===== src/design/tss_pkg.sv =====
// shared constants and types for the temperature sensor serial slave
package tss_pkg;
  // pointer values that select an internal register
  localparam logic [2:0] PTR_TEMP = 3'h0;
  localparam logic [2:0] PTR_CFG = 3'h1;
  localparam logic [2:0] PTR_HYST = 3'h2;
  localparam logic [2:0] PTR_LOW = 3'h3;
  localparam logic [2:0] PTR_HIGH = 3'h4;
  localparam logic [2:0] PTR_RESET = 3'h0;
  // configuration field positions and reset value
  localparam int CFG_SHUTDOWN_BIT = 0;
  localparam int CFG_FAULTQ_BIT = 4;
  localparam int CFG_TMO_DIS_BIT = 7;
  localparam logic [7:0] CFG_RESET = 8'h00;
  // other reset values
  localparam logic [15:0] TEMP_RESET = 16'h0000;
  localparam logic [15:0] HYST_RESET = 16'h0000;
  localparam logic [15:0] LOW_RESET = 16'h0000;
  localparam logic [15:0] HIGH_RESET = 16'h0000;
  // fixed high-order slave address bits, strap bits replace the low ones
  localparam logic [6:0] ADDR_BASE = 7'h48;
  // serial field sizes
  localparam int ADDR_BITS = 7;
  localparam int BYTE_BITS = 8;
  localparam int TEMP_BITS = 13;
  // timing
  localparam int CLK_FREQ_KHZ = 200000;
  localparam int CONV_TIME_MS = 500;
  localparam int TMO_MIN_MS = 25;
  localparam int TMO_MAX_MS = 48;
  localparam int CONV_CYCLES = CONV_TIME_MS * CLK_FREQ_KHZ;
  localparam int TMO_CYCLES = TMO_MIN_MS * CLK_FREQ_KHZ;
  localparam int TMO_MAX_CYCLES = TMO_MAX_MS * CLK_FREQ_KHZ;
  // serial engine states
  typedef enum logic [2:0] {
    ST_IDLE,
    ST_ADDR,
    ST_CMD,
    ST_WDATA,
    ST_ACK_RX,
    ST_RDATA,
    ST_ACK_TX
  } tss_state_t;
endpackage


===== src/design/tss_slave.sv =====
// two-wire slave and register front end of the die temperature sensor
`timescale 1ns/100ps
module tss_slave #(
  parameter int NUM_STRAPS = 4,
  parameter int ALARM_VARIANT = 0,
  parameter int CONV_CYCLES = tss_pkg::CONV_CYCLES,
  parameter int TMO_CYCLES = tss_pkg::TMO_CYCLES
) (
  input wire logic ref_clk,
  input wire logic rstn,
  input wire logic scl_in,
  input wire logic sda_in,
  output logic sda_out,
  output logic sda_oe_n,
  input wire logic addr_strap_bit0,
  input wire logic addr_strap_bit1,
  input wire logic addr_strap_bit2,
  input wire logic addr_strap_bit3,
  input wire logic [tss_pkg::TEMP_BITS-1:0] conv_result,
  input wire logic [1:0] alarm_status,
  input wire logic alarm_req,
  output logic alarm_out,
  output logic alarm_oe_n,
  output logic conv_start,
  output logic conv_abort,
  output logic cfg_shutdown,
  output logic cfg_fault_queue,
  output logic cfg_timeout_dis,
  output logic [15:0] upper_limit,
  output logic [15:0] lower_limit,
  output logic [15:0] hysteresis
);
  import tss_pkg::*;

  generate
    if (NUM_STRAPS < 2 || NUM_STRAPS > 4) begin : g_bad_straps
      $error("NUM_STRAPS must be 2, 3 or 4");
    end
    if (ALARM_VARIANT < 0 || ALARM_VARIANT > 1) begin : g_bad_variant
      $error("ALARM_VARIANT must be 0 or 1");
    end
    if (CONV_CYCLES < 2 || TMO_CYCLES < 2 || TMO_CYCLES > TMO_MAX_CYCLES) begin : g_bad_time
      $error("timing counts out of range");
    end
  endgenerate

  // reset release through two flops
  logic rst_q1;
  logic rst_n;
  always_ff @(posedge ref_clk or negedge rstn) begin
    if (!rstn) begin
      rst_q1 <= 1'b0;
      rst_n <= 1'b0;
    end else begin
      rst_q1 <= 1'b1;
      rst_n <= rst_q1;
    end
  end

  // pin synchronisers; the first stage feeds only the second
  logic [5:0] pin_meta;
  logic [5:0] pin_sync;
  logic scl_d;
  logic sda_d;
  always_ff @(posedge ref_clk or negedge rst_n) begin
    if (!rst_n) begin
      pin_meta <= 6'h3F;
      pin_sync <= 6'h3F;
      scl_d <= 1'b1;
      sda_d <= 1'b1;
    end else begin
      pin_meta <= {addr_strap_bit3, addr_strap_bit2, addr_strap_bit1, addr_strap_bit0,
                   sda_in, scl_in};
      pin_sync <= pin_meta;
      scl_d <= pin_sync[0];
      sda_d <= pin_sync[1];
    end
  end

  wire scl_s = pin_sync[0];
  wire sda_s = pin_sync[1];
  wire [3:0] straps = pin_sync[5:2];
  wire scl_rise = scl_s && !scl_d;
  wire scl_fall = !scl_s && scl_d;
  wire start_ev = scl_s && scl_d && sda_d && !sda_s;
  wire stop_ev = scl_s && scl_d && !sda_d && sda_s;

  tss_state_t state;
  tss_state_t ack_next;
  logic [3:0] cnt;
  logic [7:0] sh;
  logic bidx;
  logic armed;
  logic [15:0] tx_word;
  logic [2:0] ptr;
  logic [7:0] config_reg;
  logic [15:0] temp_reading;
  logic [15:0] thr [3];
  logic [31:0] tmo_cnt;
  logic [31:0] conv_cnt;

  // address match: straps form the low bits, the rest is fixed
  wire [7:0] rx_byte = {sh[6:0], sda_s};
  wire [6:0] strap_mask = 7'((1 << NUM_STRAPS) - 1);
  wire [6:0] my_addr = (ADDR_BASE & ~strap_mask) | ({3'h0, straps} & strap_mask);
  wire addr_hit = rx_byte[7:1] == my_addr;
  wire byte_end = scl_rise && cnt == 4'h7;
  wire rd_req = state == ST_ADDR && byte_end && addr_hit && sda_s;
  wire cmd_ev = state == ST_CMD && byte_end;
  wire data_ev = state == ST_WDATA && byte_end;
  wire tmo_hit = tmo_cnt == 32'(TMO_CYCLES - 1);
  wire conv_done = conv_cnt == 32'(CONV_CYCLES - 1);
  wire temp_abort = rd_req && ptr == PTR_TEMP;
  wire has_alarm = ALARM_VARIANT == 1;
  wire thr_sel = has_alarm && ptr >= PTR_HYST && ptr <= PTR_HIGH;
  wire [1:0] thr_idx = 2'(ptr - PTR_HYST);
  // unknown pointers read as zero
  wire [15:0] rd_word = ptr == PTR_TEMP ? temp_reading :
                        ptr == PTR_CFG ? {config_reg, 8'h00} :
                        thr_sel ? thr[thr_idx] : 16'h0000;
  wire [7:0] tx_byte = bidx ? tx_word[7:0] : tx_word[15:8];
  wire tx_bit = tx_byte[3'(4'h7 - cnt)];

  // serial engine; only slave behaviour exists here
  always_ff @(posedge ref_clk or negedge rst_n) begin
    if (!rst_n) begin
      state <= ST_IDLE;
      ack_next <= ST_IDLE;
      cnt <= 4'h0;
      sh <= 8'h00;
      bidx <= 1'b0;
      armed <= 1'b0;
      tx_word <= 16'h0000;
      sda_oe_n <= 1'b1;
    end else if (start_ev) begin
      state <= ST_ADDR;
      cnt <= 4'h0;
      bidx <= 1'b0;
      sda_oe_n <= 1'b1;
    end else if (stop_ev || tmo_hit) begin
      state <= ST_IDLE;
      sda_oe_n <= 1'b1;
    end else begin
      unique case (state)
        ST_IDLE: begin
        end
        ST_ADDR, ST_CMD, ST_WDATA: begin
          if (scl_rise) begin
            sh <= rx_byte;
            cnt <= cnt + 4'h1;
          end
          if (byte_end) begin
            cnt <= 4'h0;
            armed <= 1'b0;
            if (state == ST_ADDR && !addr_hit) begin
              state <= ST_IDLE;
            end else begin
              state <= ST_ACK_RX;
            end
            if (state == ST_ADDR) begin
              ack_next <= sda_s ? ST_RDATA : ST_CMD;
              tx_word <= rd_word;
            end else begin
              ack_next <= ST_WDATA;
            end
            if (state == ST_WDATA) begin
              bidx <= 1'b1;
            end
          end
        end
        ST_ACK_RX: begin
          if (scl_fall) begin
            armed <= 1'b1;
            if (!armed) begin
              sda_oe_n <= 1'b0;
            end else begin
              state <= ack_next;
              sda_oe_n <= ack_next == ST_RDATA ? tx_word[15] : 1'b1;
            end
          end
        end
        ST_RDATA: begin
          if (scl_rise) begin
            cnt <= cnt + 4'h1;
          end
          if (scl_fall) begin
            if (cnt == 4'h8) begin
              sda_oe_n <= 1'b1;
              state <= ST_ACK_TX;
            end else begin
              sda_oe_n <= tx_bit;
            end
          end
        end
        ST_ACK_TX: begin
          if (scl_rise) begin
            cnt <= 4'h0;
            bidx <= 1'b1;
            state <= sda_s ? ST_IDLE : ST_RDATA;
          end
        end
      endcase
    end
  end

  // pointer and writable registers
  always_ff @(posedge ref_clk or negedge rst_n) begin
    if (!rst_n) begin
      ptr <= PTR_RESET;
      config_reg <= CFG_RESET;
    end else begin
      if (cmd_ev) begin
        ptr <= rx_byte[2:0];
      end
      if (data_ev && !bidx && ptr == PTR_CFG) begin
        config_reg <= rx_byte;
      end
    end
  end

  localparam logic [15:0] THR_RESET [3] = '{HYST_RESET, LOW_RESET, HIGH_RESET};
  generate
    for (genvar i = 0; i < 3; i++) begin : g_thr
      wire hit = data_ev && thr_sel && thr_idx == 2'(i);
      always_ff @(posedge ref_clk or negedge rst_n) begin
        if (!rst_n) begin
          thr[i] <= THR_RESET[i];
        end else if (hit && !bidx) begin
          thr[i][15:8] <= rx_byte;
        end else if (hit) begin
          thr[i][7:0] <= rx_byte;
        end
      end
    end
  endgenerate

  // bus stall timer runs while the clock is held low mid-transfer
  always_ff @(posedge ref_clk or negedge rst_n) begin
    if (!rst_n) begin
      tmo_cnt <= 32'h0;
    end else if (state == ST_IDLE || scl_s || config_reg[CFG_TMO_DIS_BIT] || tmo_hit) begin
      tmo_cnt <= 32'h0;
    end else begin
      tmo_cnt <= tmo_cnt + 32'h1;
    end
  end

  // conversion pacing; shutdown halts it, a temperature read restarts it
  wire [2:0] low_bits = has_alarm ? {1'b0, alarm_status} : 3'h0;
  always_ff @(posedge ref_clk or negedge rst_n) begin
    if (!rst_n) begin
      conv_cnt <= 32'h0;
      temp_reading <= TEMP_RESET;
      conv_start <= 1'b0;
      conv_abort <= 1'b0;
    end else begin
      conv_start <= conv_done && !temp_abort && !config_reg[CFG_SHUTDOWN_BIT];
      conv_abort <= temp_abort;
      if (config_reg[CFG_SHUTDOWN_BIT] || temp_abort || conv_done) begin
        conv_cnt <= 32'h0;
      end else begin
        conv_cnt <= conv_cnt + 32'h1;
      end
      if (conv_done && !temp_abort && !config_reg[CFG_SHUTDOWN_BIT]) begin
        temp_reading <= {conv_result, low_bits};
      end
    end
  end

  // open-drain pins only ever pull low
  always_ff @(posedge ref_clk or negedge rst_n) begin
    if (!rst_n) begin
      sda_out <= 1'b0;
      alarm_out <= 1'b0;
      alarm_oe_n <= 1'b1;
    end else begin
      sda_out <= 1'b0;
      alarm_out <= 1'b0;
      alarm_oe_n <= !(has_alarm && alarm_req);
    end
  end

  assign cfg_shutdown = config_reg[CFG_SHUTDOWN_BIT];
  assign cfg_fault_queue = config_reg[CFG_FAULTQ_BIT];
  assign cfg_timeout_dis = config_reg[CFG_TMO_DIS_BIT];
  assign hysteresis = thr[0];
  assign lower_limit = thr[1];
  assign upper_limit = thr[2];
endmodule


===== config.mk =====
export PLATFORM = sky130hd
export DESIGN_NAME = tss_slave
export DESIGN_NICKNAME = d
export VERILOG_FILES = /design/src/design/tss_pkg.sv /design/src/design/tss_slave.sv
export SDC_FILE = /design/constraint.sdc
export NUM_CORES = 1
export LEC_CHECK = 0
export BUFFER_PORTS_ARGS = -buffer_cell sky130_fd_sc_hd__buf_2
export CELL_PAD_IN_SITES_DETAIL_PLACEMENT = 0
export CELL_PAD_IN_SITES_GLOBAL_PLACEMENT = 1
export CORE_ASPECT_RATIO = 0.7
export CORE_MARGIN = 10
export CORE_UTILIZATION = 42
export CTS_CLUSTER_SIZE = 12
export DETAILED_ROUTE_END_ITERATION = 6
export PLACE_DENSITY_LB_ADDON = 0.1
export SLEW_MARGIN = 20
export SYNTH_ARGS = -nofsm -noshare
export SYNTH_HDL_FRONTEND = slang
export SYNTH_SLANG_ARGS = --single-unit

===== constraint.sdc =====
create_clock -name ref_clk -period 4.5 [get_ports ref_clk]
set_clock_uncertainty 0.1 [all_clocks]
set_input_delay 0.9 -clock ref_clk [delete_from_list [all_inputs] [get_ports ref_clk]]
set_output_delay 0.9 -clock ref_clk [all_outputs]
set_load 0.1 [all_outputs]

# Word level (Yosys, flattened, before mapping)
# Index checks and enable logic that the tools add are counted.
[op_classes]
eq_ne = 25
n_shift = 0
muxes = 43
n_bitwise = 2
n_addsub = 4
reduce_logical = 49
n_mul = 0
n_div = 0
n_lt_le_gt_ge = 1
[ops]
columns = ["op", "n"]
rows = [
  ["$add A32 B1 Y32 const B", 2],
  ["$mux W32", 2],
  ["$mux W3", 12],
  ["$eq A32 B23 Y1 const B", 1],
  ["$eq A32 B27 Y1 const B", 1],
  ["$mux W16", 2],
  ["$ne A4 B4 Y1 const B", 6],
  ["$mux W4", 5],
  ["$logic_and A1 B1 Y1", 19],
  ["$mux W1", 15],
  ["$reduce_and A5 Y1", 3],
  ["$eq A3 B3 Y1 const B", 4],
  ["$pmux W3 S4", 1],
  ["$pmux W4 S3", 1],
  ["$ne A3 B3 Y1 const B", 3],
  ["$logic_not A1 Y1", 8],
  ["$mux W8", 1],
  ["$reduce_and A4 Y1", 2],
  ["$reduce_bool A4 Y1", 2],
  ["$eq A7 B7 Y1", 1],
  ["$reduce_and A7 Y1", 1],
  ["$eq A3 B1 Y1 const B", 2],
  ["$eq A3 B2 Y1 const B", 2],
  ["$logic_not A3 Y1", 2],
  ["other kinds (15)", 26],
]
[totals]
output_inout_bits = 57
n_memories = 0
wordCells = 145
in_bits = 24
latch_bits = 0
rom_bits = 0
register_bits = 142
ramBits = 0

# Logic depth before layout (Yosys ltp)
# Gate-level depths: netlist of run 1.
[logic_depth]
ltp_word = 10
mapped_depth = 8
mapped_depth_nobuf = 7

# Worst setup path before layout of run 1
# Ideal clock, no wire load.
[synth_timing]
path_kind = "flip-flop to flip-flop"
from = "register tmo_cnt[0]"
to = "register tx_word[10]"
path_stages_with_launch = 9
arrival_ns = 2.085
t_required_ns = 4.275
setup_ns = 0.125
path_slack_ns = 2.190
n_path_buf = 2
synth_period_minus_slack_ns = 2.310
cell_sequence = "dfrtp_1 -> ha_1 -> and3_1 -> nand3_1 -> or4_1 -> buf_4 -> nand3_4 -> buf_12 -> mux2_4"
[synth_between]
elab_chain_len = 4
[synth_lines]
columns = ["item", "line", "text"]
rows = [
  ["from (decl)", "tss_slave.sv:99", "logic [31:0] tmo_cnt;"],
  ["from (signal assigned)", "tss_slave.sv:244", "tmo_cnt <= tmo_cnt + 32'h1;"],
  ["$eq A32 B23 Y1", "tss_slave.sv:111", "wire tmo_hit = tmo_cnt == 32'(TMO_CYCLES - 1);"],
  ["$logic_or A1 B1 Y1", "tss_slave.sv:140", "end else if (stop_ev || tmo_hit) begin"],
  ["$not A1 Y1 (no line)", "n/a", ""],
  ["$reduce_and A5 Y1 (no line)", "n/a", ""],
  ["to (signal assigned)", "tss_slave.sv:162", "tx_word <= rd_word;"],
  ["to (decl)", "tss_slave.sv:94", "logic [15:0] tx_word;"],
]
# No other way between the ends.
# A chain may end at the register's enable or synchronous reset.

# Worst setup path in the final report of run 1
[layout_timing]
from = "register cnt[0]"
to = "register temp_reading[5]"
[layout_between]
elab_chain_len = 9
[layout_lines]
columns = ["item", "line", "text"]
rows = [
  ["from (decl)", "tss_slave.sv:90", "logic [3:0] cnt;"],
  ["from (signal assigned)", "tss_slave.sv:150", "cnt <= cnt + 4'h1;"],
  ["from (signal assigned)", "tss_slave.sv:184", "cnt <= cnt + 4'h1;"],
  ["$eq A4 B3 Y1", "tss_slave.sv:107", "wire byte_end = scl_rise && cnt == 4'h7;"],
  ["$logic_and A1 B1 Y1", "tss_slave.sv:107", ""],
  ["$logic_and A1 B1 Y1 (3 in a row)", "tss_slave.sv:108", "wire rd_req = state == ST_ADDR && byte_end && addr_hit && sda_s;"],
  ["$logic_and A1 B1 Y1", "tss_slave.sv:113", "wire temp_abort = rd_req && ptr == PTR_TEMP;"],
  ["$logic_not A1 Y1", "tss_slave.sv:264", "if (conv_done && !temp_abort && !config_reg[CFG_SHUTDOWN_BIT]) begin"],
  ["$logic_and A1 B1 Y1 (2 in a row)", "tss_slave.sv:264", ""],
  ["to (signal assigned)", "tss_slave.sv:265", "temp_reading <= {conv_result, low_bits};"],
  ["to (decl)", "tss_slave.sv:97", "logic [15:0] temp_reading;"],
]
# No other way between the ends.

==> results of run 1 <==
cell families (layout without fill, tap and decap cells):
family,count (synthesis),after routing,share of synthesized area (%)
flip-flops,139,139,49.7
AND/OR/NAND/NOR,261,261,20.3
multiplexers,50,50,8.65
buffers and inverters,89,79,7.95
XOR/XNOR,64,64,7.97
other,2,52,0.107
adder cells (fa/ha/maj),4,4,0.712
AO/OA/AOI/OAI,41,41,4.57
final cells by class:
type / count / area, sq um / share of cell area [%]
Timing Repair Buffer: 29 / 165 / 2.12
Clock inverter: 13 / 163 / 2.09
Inverter: 18 / 67.6 / 0.868
Multi-Input combinational cell: 472 / 3170 / 40.8
Sequential cell: 139 / 3500 / 45.0
Clock buffer: 19 / 433 / 5.56
Tap cell: 225 / 282 / 3.62
synthesized netlist by cell type, types with 4 or more instances:
master    number
and4_1         7
xnor2_1       19
inv_1         18
nand2b_1       9
o22ai_1        4
and3_1        11
a22o_1         9
mux2i_1        6
and2_1         4
mux2_4         5
ha_1           4
mux2_2        33
dfstp_2       15
nand2_1       37
xor2_1        45
dfrtp_1      124
buf_2          8
clkbuf_1       9
nor3_1        12
nand4_1       22
nand3_1       31
a21oi_1        5
nor4_1        11
nor2_1        80
buf_4         53
power breakdown:
part           internal, uW  switching, uW  leakage, uW  total (uW)
clock network           875            558     0.000285        1430
registers              1340            129      0.00183        1470
logic                   145            383      0.00144         528
per-layer routing:
metal,wire (um),track usage (%),vias up
met1,7570,19.1,2275
met5,0,0,-
met2,6330,19.4,78
li1,-,-,2221
met4,195,4.32,0
met3,637,4.18,16
final timing paths:
check / from / endpoint / slack, ps
worst max-delay path: cnt[0]$_DFFE_PN0P_ / temp_reading[5]$_DFFE_PN0P_ / 1500
worst min-delay path: rstn / rst_q1$_DFF_PN0_ / 150
worst max register to register: cnt[0]$_DFFE_PN0P_ / temp_reading[5]$_DFFE_PN0P_ / 1500
worst min register to register: rst_q1$_DFF_PN0_ / rst_n$_DFF_PN0_ / 250
max in group asynchronous: rst_n$_DFF_PN0_ / sda_oe_n$_DFFE_PN1P_ / 3130
min in group ref_clk: rst_q1$_DFF_PN0_ / rst_n$_DFF_PN0_ / 250
critical path, delay by kind of cell (launching register included):
family                     cells  cell delay (ps)
AOI/OAI and AO/OA              1              310
adders and majority gates      1              250
DFF                            1              590
muxes                          1              420
and+or+nand+nor                3             1230
stage by stage:
step                power (uW)  cells  worst slack (ps)  util (%)
floorplan                 1940    700               267         -
global placement          2010    883              1500      43.9
detailed placement        2010    883              1400      43.9
CTS                       3460    915              1420      47.6
global route              3580    915              1270      47.6
finish                    3430    915              1500      47.6
==> run_results.csv, run 1 <==
group,metric,value,unit
timing,finalHoldViolations,0,
cells_and_area,final_common_cell,"dfrtp_1",
cells_and_area,n_antenna_cell,0,
floorplan,dieArea,0.0224,sq mm
run,max-cap-violations,0,
cells_and_area,drive_above_1_share,19.4,%
route,antenna_left,0,
cells_and_area,area_growth,10.7,%
logic_synthesis,avgSynthCellArea,10.8,sq um
clock_tree,cts.sink_count,139,
grt,overflow,0,
floorplan,start_util,43.0,%
logic_synthesis,netlist_instances,650,
pwr,ir_drop,0.262,mV
logic_synthesis,synth_area,0.00703,sq mm
cells_and_area,final.fill_count,1526,
clock_tree,ctsHoldBuffers,0,
floorplan,coreArea,0.0163,sq mm
pwr,p_per_area,440,mW/mm^2
clock_tree,path_clk_slew,60,ps
timing,period_share,66.7,%
place,io_buffer_count,26,
critical_path,cpPeakStageDelay,590,ps
route,drc,0,
logic_synthesis,ys_seq_area_share,49.7,%
logic_synthesis,yosys_warnings,0,
timing,achievable-frequency,333,MHz
timing,finalSetupTns,0,ps
route,viasPerCell,5.02,
logic_synthesis,yosys.area.top_type,"dfrtp_1",
critical_path,cp_max_fo,13,
clock_tree,postCtsResizedCells,0,
grt,track_usage,13.5,%
logic_synthesis,synth_edf_count,0,
worst_hold_path,min_path_type,"input pin to asynchronous set/reset pin",
logic_synthesis,synth_ff_type,"dfrtp_1",
route,dr_total_vias,4590,
critical_path,critPathKind,"flip-flop to flip-flop",
cells_and_area,reg_top3,"conv_cnt x32, tmo_cnt x32",
critical_path,cpMaxStageDelayCell,"dfrtp_1",
route,initialDrtViolationCount,279,
cells_and_area,layout_common_cells,"dfrtp_1 (123), nor2_1 (80), conb_1 (52), xor2_1 (45), nand2_1 (36)",
pwr,p_leak,0.00355,uW
cells_and_area,final_nets,705,
timing,period_needed,3000,ps
clock_tree,tritoncts,"built",
floorplan,boundaryPins,81,
critical_path,critPathRequiredTime,4720,ps
critical_path,crit_chain,"ha_1, nand3b_2, nor4_1, a41o_1, nand2b_1, mux2_2",
timing,setup_viol,0,
timing,rsz0062_at_grt,"no",
route,totalWireLength,14.7,mm
logic_synthesis,synth_area_leaders,"dfrtp_1 (44%), buf_4 (5.7%), dfstp_2 (5.6%)",
place,gp_congestion,0.816,
clock_tree,worstSkewPairLatency,430,ps
critical_path,crit_arrival,3220,ps
clock_tree,cts_made_buffers,17,
timing,slew_viol_final,0,
logic_synthesis,ys_seq_elements,139,
grt,grt_pass1_vias,4708,
critical_path,end_kind,"flip-flop",
timing,hold_slack,145,ps
clock_tree,cts_setup_buffers,0,
critical_path,rr_worst_depth,6,
logic_synthesis,synth_top_area_share,44.1,%
logic_synthesis,synthArstFlopShare,100,%
logic_synthesis,synthDistinctLibCells,72,
floorplan,die_w,175,um
clock_tree,clockBufferDepth,2,
critical_path,startpoint_type,"flip-flop",
timing,relSlewSlack,34.9,%
cells_and_area,design_area,0.00778,sq mm
grt,grt_antenna_before_repair,0,
clock_tree,cts-root-buf,"clkbuf_16",
clock_tree,ctsHtreeMaxLevel,4,
route,avgRoutedWirePerCell,16.1,um
floorplan,rows,39,
route,drtPass1Iterations,4,
place,dpl_cell_area,0.00718,sq mm
grt,grt_pass1_wl,24.7,mm
timing,worst_pin_slew,967,ps
status,status,"finished, final reports clean",
floorplan,die_h,128,um
grt,grt_max_degree,91,
place,dp_hpwl,10.2,mm
Note: power is estimated with default switching activity, not from simulation.
==> inputs of run 2 (changes only) <==
--- a/config.mk
+++ b/config.mk
@@ -5,12 +5,13 @@
 export SDC_FILE = /design/constraint.sdc
 export NUM_CORES = 1
 export LEC_CHECK = 0
+export ABC_AREA = 1
 export BUFFER_PORTS_ARGS = -buffer_cell sky130_fd_sc_hd__buf_2
 export CELL_PAD_IN_SITES_DETAIL_PLACEMENT = 0
 export CELL_PAD_IN_SITES_GLOBAL_PLACEMENT = 1
 export CORE_ASPECT_RATIO = 0.7
 export CORE_MARGIN = 10
-export CORE_UTILIZATION = 42
+export CORE_UTILIZATION = 39
 export CTS_CLUSTER_SIZE = 12
 export DETAILED_ROUTE_END_ITERATION = 6
 export PLACE_DENSITY_LB_ADDON = 0.1
==> constraint.sdc (replaced) <==
create_clock -name ref_clk -period 2.5 [get_ports ref_clk]
set_clock_uncertainty 0.1 [all_clocks]
set_input_delay 0.5 -clock ref_clk [delete_from_list [all_inputs] [get_ports ref_clk]]
set_output_delay 0.5 -clock ref_clk [all_outputs]
set_load 0.1 [all_outputs]
==> run_results.csv, run 2 <==
group,metric,value,unit
place,dp_hpwl,15.0,mm
cells_and_area,area_growth,11.7,%
route,viasPerCell,4.62,
floorplan,rows,43,
grt,grt_util_met2,20.2,%
critical_path,end_kind,"flip-flop",
floorplan,start_util,39.7,%
worst_hold_path,min_path_type,"input pin to flip-flop",
clock_tree,ctsHtreeMaxLevel,4,
timing,rsz0062_at_grt,"no",
critical_path,r2r_end,"sh[5]$_DFFE_PN0P_",
cells_and_area,reg_top3,"conv_cnt x32, tmo_cnt x32",
timing,relSlewSlack,63.0,%
timing,slew_viol_final,0,
timing,finalSetupTns,0,ps
critical_path,crit_arrival,2400,ps
worst_hold_path,holdPathStages,1,
critical_path,critPathKind,"flip-flop to flip-flop",
timing,period_share,87.1,%
floorplan,dieArea,0.0262,sq mm
logic_synthesis,synth_ff_type,"dfrtp_1",
route,antenna_left,0,
clock_tree,path_clk_slew,60,ps
route,dr_total_vias,6316,
timing,setup_viol,0,
cells_and_area,final_common_cell,"nand2_1",
timing,period_needed,2180,ps
cells_and_area,drive_above_1_share,11.2,%
timing,achievable-frequency,459,MHz
critical_path,startpoint,"tmo_cnt[0]$_DFF_PN0_",
cells_and_area,post-route-util,44.3,%
grt,grt_use_met1,24.9,%
logic_synthesis,ys_seq_area_share,44.7,%
logic_synthesis,synth_commonest_cells,"nand2_1 (298), nor2_1 (148), dfrtp_1 (124)",
timing,worst_pin_slew,551,ps
status,status,"finished, final reports clean",
clock_tree,clockBufferDepth,2,
pwr,power.switching,2130,uW
logic_synthesis,netlist_instances,1043,
clock_tree,cts-root-buf,"clkbuf_16",
route,totalWireLength,20.2,mm
route,avgRoutedWirePerCell,14.8,um
place,gp_congestion,0.866,
clock_tree,cts.sink_count,139,
place,io_buffer_count,26,
critical_path,crit_path_end,"sh[5]$_DFFE_PN0P_",
timing,hold_slack,59.2,ps
critical_path,r2r-start,"tmo_cnt[0]$_DFF_PN0_",
floorplan,coreArea,0.0197,sq mm
grt,grt_pass1_vias,6271,
pwr,p_sw_share,33.7,%
run,max-cap-violations,0,
critical_path,rrSetupSlack,320,ps
grt,overflow,0,
cells_and_area,design_area,0.00874,sq mm
logic_synthesis,synth_area_leaders,"dfrtp_1 (40%), nand2_1 (14%), nor2_1 (7.1%)",
logic_synthesis,yosys_warnings,0,
grt,track_usage,15.7,%
grt,grt_antenna_before_repair,0,
critical_path,rr_worst_depth,11,
pwr,internal_power,4180,uW
clock_tree,cts_setup_buffers,0,
pwr,power_frac_seq,39.7,%
route,drtPass1Iterations,7,
logic_synthesis,avgSynthCellArea,7.51,sq um
grt,globalRouteMet3Util,3.62,%
clock_tree,worstSkewPairLatency,440,ps
grt,grt.busiest_layer,"met1",
cells_and_area,final.fill_count,2126,
pwr,p_leak,0.00403,uW
cells_and_area,final_nets,1113,
logic_synthesis,synthDistinctLibCells,38,
grt,grt_max_degree,81,
logic_synthesis,synthArstFlopShare,100,%
grt,grt_pass1_wl,33.6,mm
clock_tree,postCtsResizedCells,0,
clock_tree,tritoncts,"built",
timing,finalHoldViolations,0,
critical_path,startpoint_type,"flip-flop",
logic_synthesis,synth_edf_count,0,
worst_hold_path,min-delay-start,"sda_in",
logic_synthesis,ys_seq_elements,139,
floorplan,boundaryPins,81,
critical_path,cp_max_fo,8,
logic_synthesis,synth_top_area_share,39.6,%
floorplan,die_h,139,um
floorplan,die_w,189,um
logic_synthesis,synth_area,0.00783,sq mm
logic_synthesis,yosysMostFrequentCell,"nand2_1",
pwr,ir_drop,0.460,mV
logic_synthesis,yosys.area.top_type,"dfrtp_1",
pwr,clkPwrFrac,41.7,%
critical_path,critPathRequiredTime,2720,ps
clock_tree,cts_made_buffers,17,
cells_and_area,n_antenna_cell,0,
pwr,p_per_area,722,mW/mm^2
place,dpl_cell_area,0.00813,sq mm
pwr,combPwrFrac,18.6,%
cells_and_area,layout_common_cells,"nand2_1 (298), nor2_1 (148), dfrtp_1 (123), inv_1 (104), nand3_1 (74)",
route,initialDrtViolationCount,390,
route,drc,0,
clock_tree,ctsHoldBuffers,1,
-- run 2: changes by cell type after synthesis, moves of 31 or more --
cell | before | now
inv_1 | 18 | 104
nand3_1 | 31 | 74
nor2_1 | 80 | 148
o21ai_0 | 2 | 33
nor3_1 | 12 | 50
mux2_2 | 33 | 0
nand2_1 | 37 | 298
-- run 2: power groups by stage --
stage | registers, uW | logic [uW] | clock network [uW]
final | 2510 | 1180 | 2630
after global routing | 2520 | 1290 | 2790
after CTS | 2500 | 1170 | 2690
after detailed placement | 2540 | 1170 | 0
after global placement | 2540 | 1170 | 0
after floorplan | 2580 | 947 | 0
-- run 2: per-layer routing --
layer  vias to the layer above  routed length [um]
met1                      2903               11300
met2                       131                7780
met4                         0                 187
met3                        15                 891
li1                       3267                   -
met5                         -                   0
-- run 2: worst min-delay path by stage --
| stage | slack (ps) | to |
|---|---|---|
| floorplan | 100 | rst_n$_DFF_PN0_ |
| global placement | 180 | tmo_cnt[31]$_DFF_PN0_ |
| detailed placement | 170 | tmo_cnt[31]$_DFF_PN0_ |
| CTS | 50 | pin_meta[1]$_DFF_PN1_ |
| global route | 50 | pin_meta[1]$_DFF_PN1_ |
| finish | 60 | pin_meta[1]$_DFF_PN1_ |
-- run 2: area by class of cell --
type	count	area [sq um]	area share (%)
timing repair buffer	43	285	3.26
tap	270	338	3.86
clock inverter	11	133	1.52
clock buffer	21	470	5.38
sequential	139	3500	40.0
inverter	110	413	4.72
multi-input combinational	774	3600	41.2
-- run 2: cells by family (layout without fill, tap and decap cells) --
logic type / Yosys count / in the layout / synth area share, %
xor+xnor: 40 / 40 / 4.47
other cells: 2 / 52 / 0.0959
fa+ha+maj: 4 / 4 / 0.639
flops: 139 / 139 / 44.7
compound gates: 62 / 62 / 4.59
buf+inv: 180 / 185 / 11.7
simple gates: 616 / 616 / 33.8
-- run 2: worst max-delay path, cell delays in order, from the launching register on --
cell,delay (ps)
dfrtp_1,410
ha_1,240
nand2_1,90
nor2_1,60
nand2_1,70
nor2_1,50
nand2_2,100
nand2_2,140
inv_1,200
nand3_1,380
nand2_1,170
nand2_1,60
-- run 2: through the flow --
step	cells	total power, uW	worst slack (ps)
after global placement	1335	3720	349
final	1368	6320	323
after global routing	1368	6600	128
after floorplan	1093	3530	105
after CTS	1368	6370	329
after detailed placement	1335	3710	336
==> inputs of run 3 (changes only) <==
--- a/config.mk
+++ b/config.mk
@@ -7,11 +7,11 @@
 export LEC_CHECK = 0
 export ABC_AREA = 1
 export BUFFER_PORTS_ARGS = -buffer_cell sky130_fd_sc_hd__buf_2
-export CELL_PAD_IN_SITES_DETAIL_PLACEMENT = 0
-export CELL_PAD_IN_SITES_GLOBAL_PLACEMENT = 1
+export CELL_PAD_IN_SITES_DETAIL_PLACEMENT = 1
+export CELL_PAD_IN_SITES_GLOBAL_PLACEMENT = 2
 export CORE_ASPECT_RATIO = 0.7
 export CORE_MARGIN = 10
-export CORE_UTILIZATION = 39
+export CORE_UTILIZATION = 31
 export CTS_CLUSTER_SIZE = 12
 export DETAILED_ROUTE_END_ITERATION = 6
 export PLACE_DENSITY_LB_ADDON = 0.1
==> run_results.csv, run 3 (synthesis gave the netlist of run 2 again) <==
group,metric,value,unit
status,status,"finished, final reports clean",
timing,rsz0062_at_grt,"no",
clock_tree,cts-root-buf,"clkbuf_16",
grt,track_usage,15.3,%
timing,finalHoldViolations,0,
clock_tree,cts_setup_buffers,0,
grt,grt_max_degree,91,
pwr,p_leak,0.00402,uW
place,dp_hpwl,18.2,mm
floorplan,rows,48,
critical_path,cp_max_fo,8,
floorplan,die_w,210,um
clock_tree,path_clk_slew,70,ps
critical_path,end_kind,"flip-flop",
worst_hold_path,min_path_type,"input pin to flip-flop",
clock_tree,cts.sink_count,139,
clock_tree,cts_made_buffers,17,
timing,relSlewSlack,55.7,%
floorplan,dieArea,0.0321,sq mm
floorplan,coreArea,0.0247,sq mm
critical_path,critPathKind,"flip-flop to flip-flop",
cells_and_area,reg_top3,"conv_cnt x32, tmo_cnt x32",
cells_and_area,layout_common_cells,"nand2_1 (298), nor2_1 (148), dfrtp_1 (123), inv_1 (104), nand3_1 (74)",
critical_path,cpMaxStageDelayCell,"dfrtp_1",
grt,grt_pass1_wl,39.1,mm
grt,grt_antenna_before_repair,0,
floorplan,start_util,31.6,%
critical_path,cpPeakStageDelay,380,ps
clock_tree,ctsHoldBuffers,1,
critical_path,crit_chain,"ha_1, nand2_1, nor2_1, nand2_1, nor2_1, nand2_2, nand2_2, inv_1, nand3_1, nand2_1, nand2_1",
timing,finalSetupTns,0,ps
route,initialDrtViolationCount,317,
clock_tree,ctsHtreeMaxLevel,4,
critical_path,startpoint_type,"flip-flop",
critical_path,cp_common_cell,"nand2_1",
grt,overflow,0,
clock_tree,clockBufferDepth,2,
cells_and_area,final.fill_count,3074,
floorplan,die_h,153,um
timing,period_needed,2160,ps
critical_path,crit_arrival,2440,ps
cells_and_area,post-route-util,35.6,%
cells_and_area,final_common_cell,"nand2_1",
place,gp_congestion,0.810,
place,io_buffer_count,26,
route,viasPerCell,4.50,
route,avgRoutedWirePerCell,16.7,um
timing,slew_viol_final,0,
timing,worst_pin_slew,664,ps
clock_tree,worstSkewPairLatency,440,ps
pwr,p_per_area,722,mW/mm^2
cells_and_area,final_nets,1114,
clock_tree,tritoncts,"built",
route,totalWireLength,23.8,mm
cells_and_area,area_growth,12.6,%
route,antenna_left,0,
route,drc,0,
timing,period_share,86.5,%
clock_tree,postCtsResizedCells,0,
pwr,finalPower,6370,uW
cells_and_area,n_antenna_cell,0,
timing,setup_viol,0,
grt,grt_pass1_vias,6781,
critical_path,critPathRequiredTime,2780,ps
run,max-cap-violations,0,
route,drtPass1Iterations,5,
timing,achievable-frequency,463,MHz
pwr,ir_drop,0.485,mV
cells_and_area,drive_above_1_share,11.3,%
floorplan,boundaryPins,81,
route,dr_total_vias,6413,
run 3: metrics by stage:
stage / instances / area (sq um) / worst slack (ps) / hold slack, ps
floorplan: 1093 / 8020 / 105 / 104
global route: 1424 / 8820 / 66.0 / 32.0
CTS: 1424 / 8820 / 323 / 29.2
global placement: 1391 / 8210 / 355 / 185
finish: 1424 / 8820 / 338 / 52.5
detailed placement: 1391 / 8210 / 331 / 190
run 3: final cells by class:
class / instances / area, sq um / share of cell area, %
sequential: 139 / 3500 / 39.7
clock inverter: 13 / 155 / 1.76
timing repair buffer: 44 / 293 / 3.32
multi-input combinational: 774 / 3600 / 40.9
tap: 325 / 407 / 4.61
clock buffer: 19 / 443 / 5.02
inverter: 110 / 413 / 4.68
run 3: worst max-delay path, delay by kind of cell (launching register included):
kind | cells | cell delay (ps)
AND/OR/NAND/NOR | 9 | 1260
flip-flops | 1 | 380
adder cells (fa/ha/maj) | 1 | 210
buffers and inverters | 1 | 140
run 3: power breakdown:
| part | total (uW) | leakage [uW] | switching (uW) | internal [uW] |
|---|---|---|---|---|
| combinational | 1220 | 0.00195 | 967 | 258 |
| sequential | 2500 | 0.00179 | 138 | 2360 |
| clock | 2640 | 0.000283 | 1120 | 1520 |
| total | 6370 | 0.00402 | 2230 | 4140 |
run 3: worst paths after layout:
path	endpoint	slack, ps	cells past startpoint	startpoint
worst max-delay path	sh[6]$_DFFE_PN0P_	340	11	tmo_cnt[0]$_DFF_PN0_
max in group asynchronous	tx_word[11]$_DFFE_PN0P_	1470	1	rst_n$_DFF_PN0_
min in group asynchronous	conv_cnt[16]$_DFF_PN0_	260	1	rst_n$_DFF_PN0_
worst min register to register	conv_cnt[16]$_DFF_PN0_	260	1	rst_n$_DFF_PN0_
worst max register to register	sh[6]$_DFFE_PN0P_	340	11	tmo_cnt[0]$_DFF_PN0_
worst min-delay path	pin_meta[2]$_DFF_PN1_	50	1	addr_strap_bit0
run 3: routing by layer:
| layer | vias to the layer above | routed length, um | GRT usage, % |
|---|---|---|---|
| met5 | - | 0 | 0 |
| met4 | 0 | 184 | 3.59 |
| met3 | 15 | 593 | 2.99 |
| met2 | 70 | 10100 | 21.8 |
| met1 | 3064 | 12900 | 22.8 |
| li1 | 3264 | - | - |
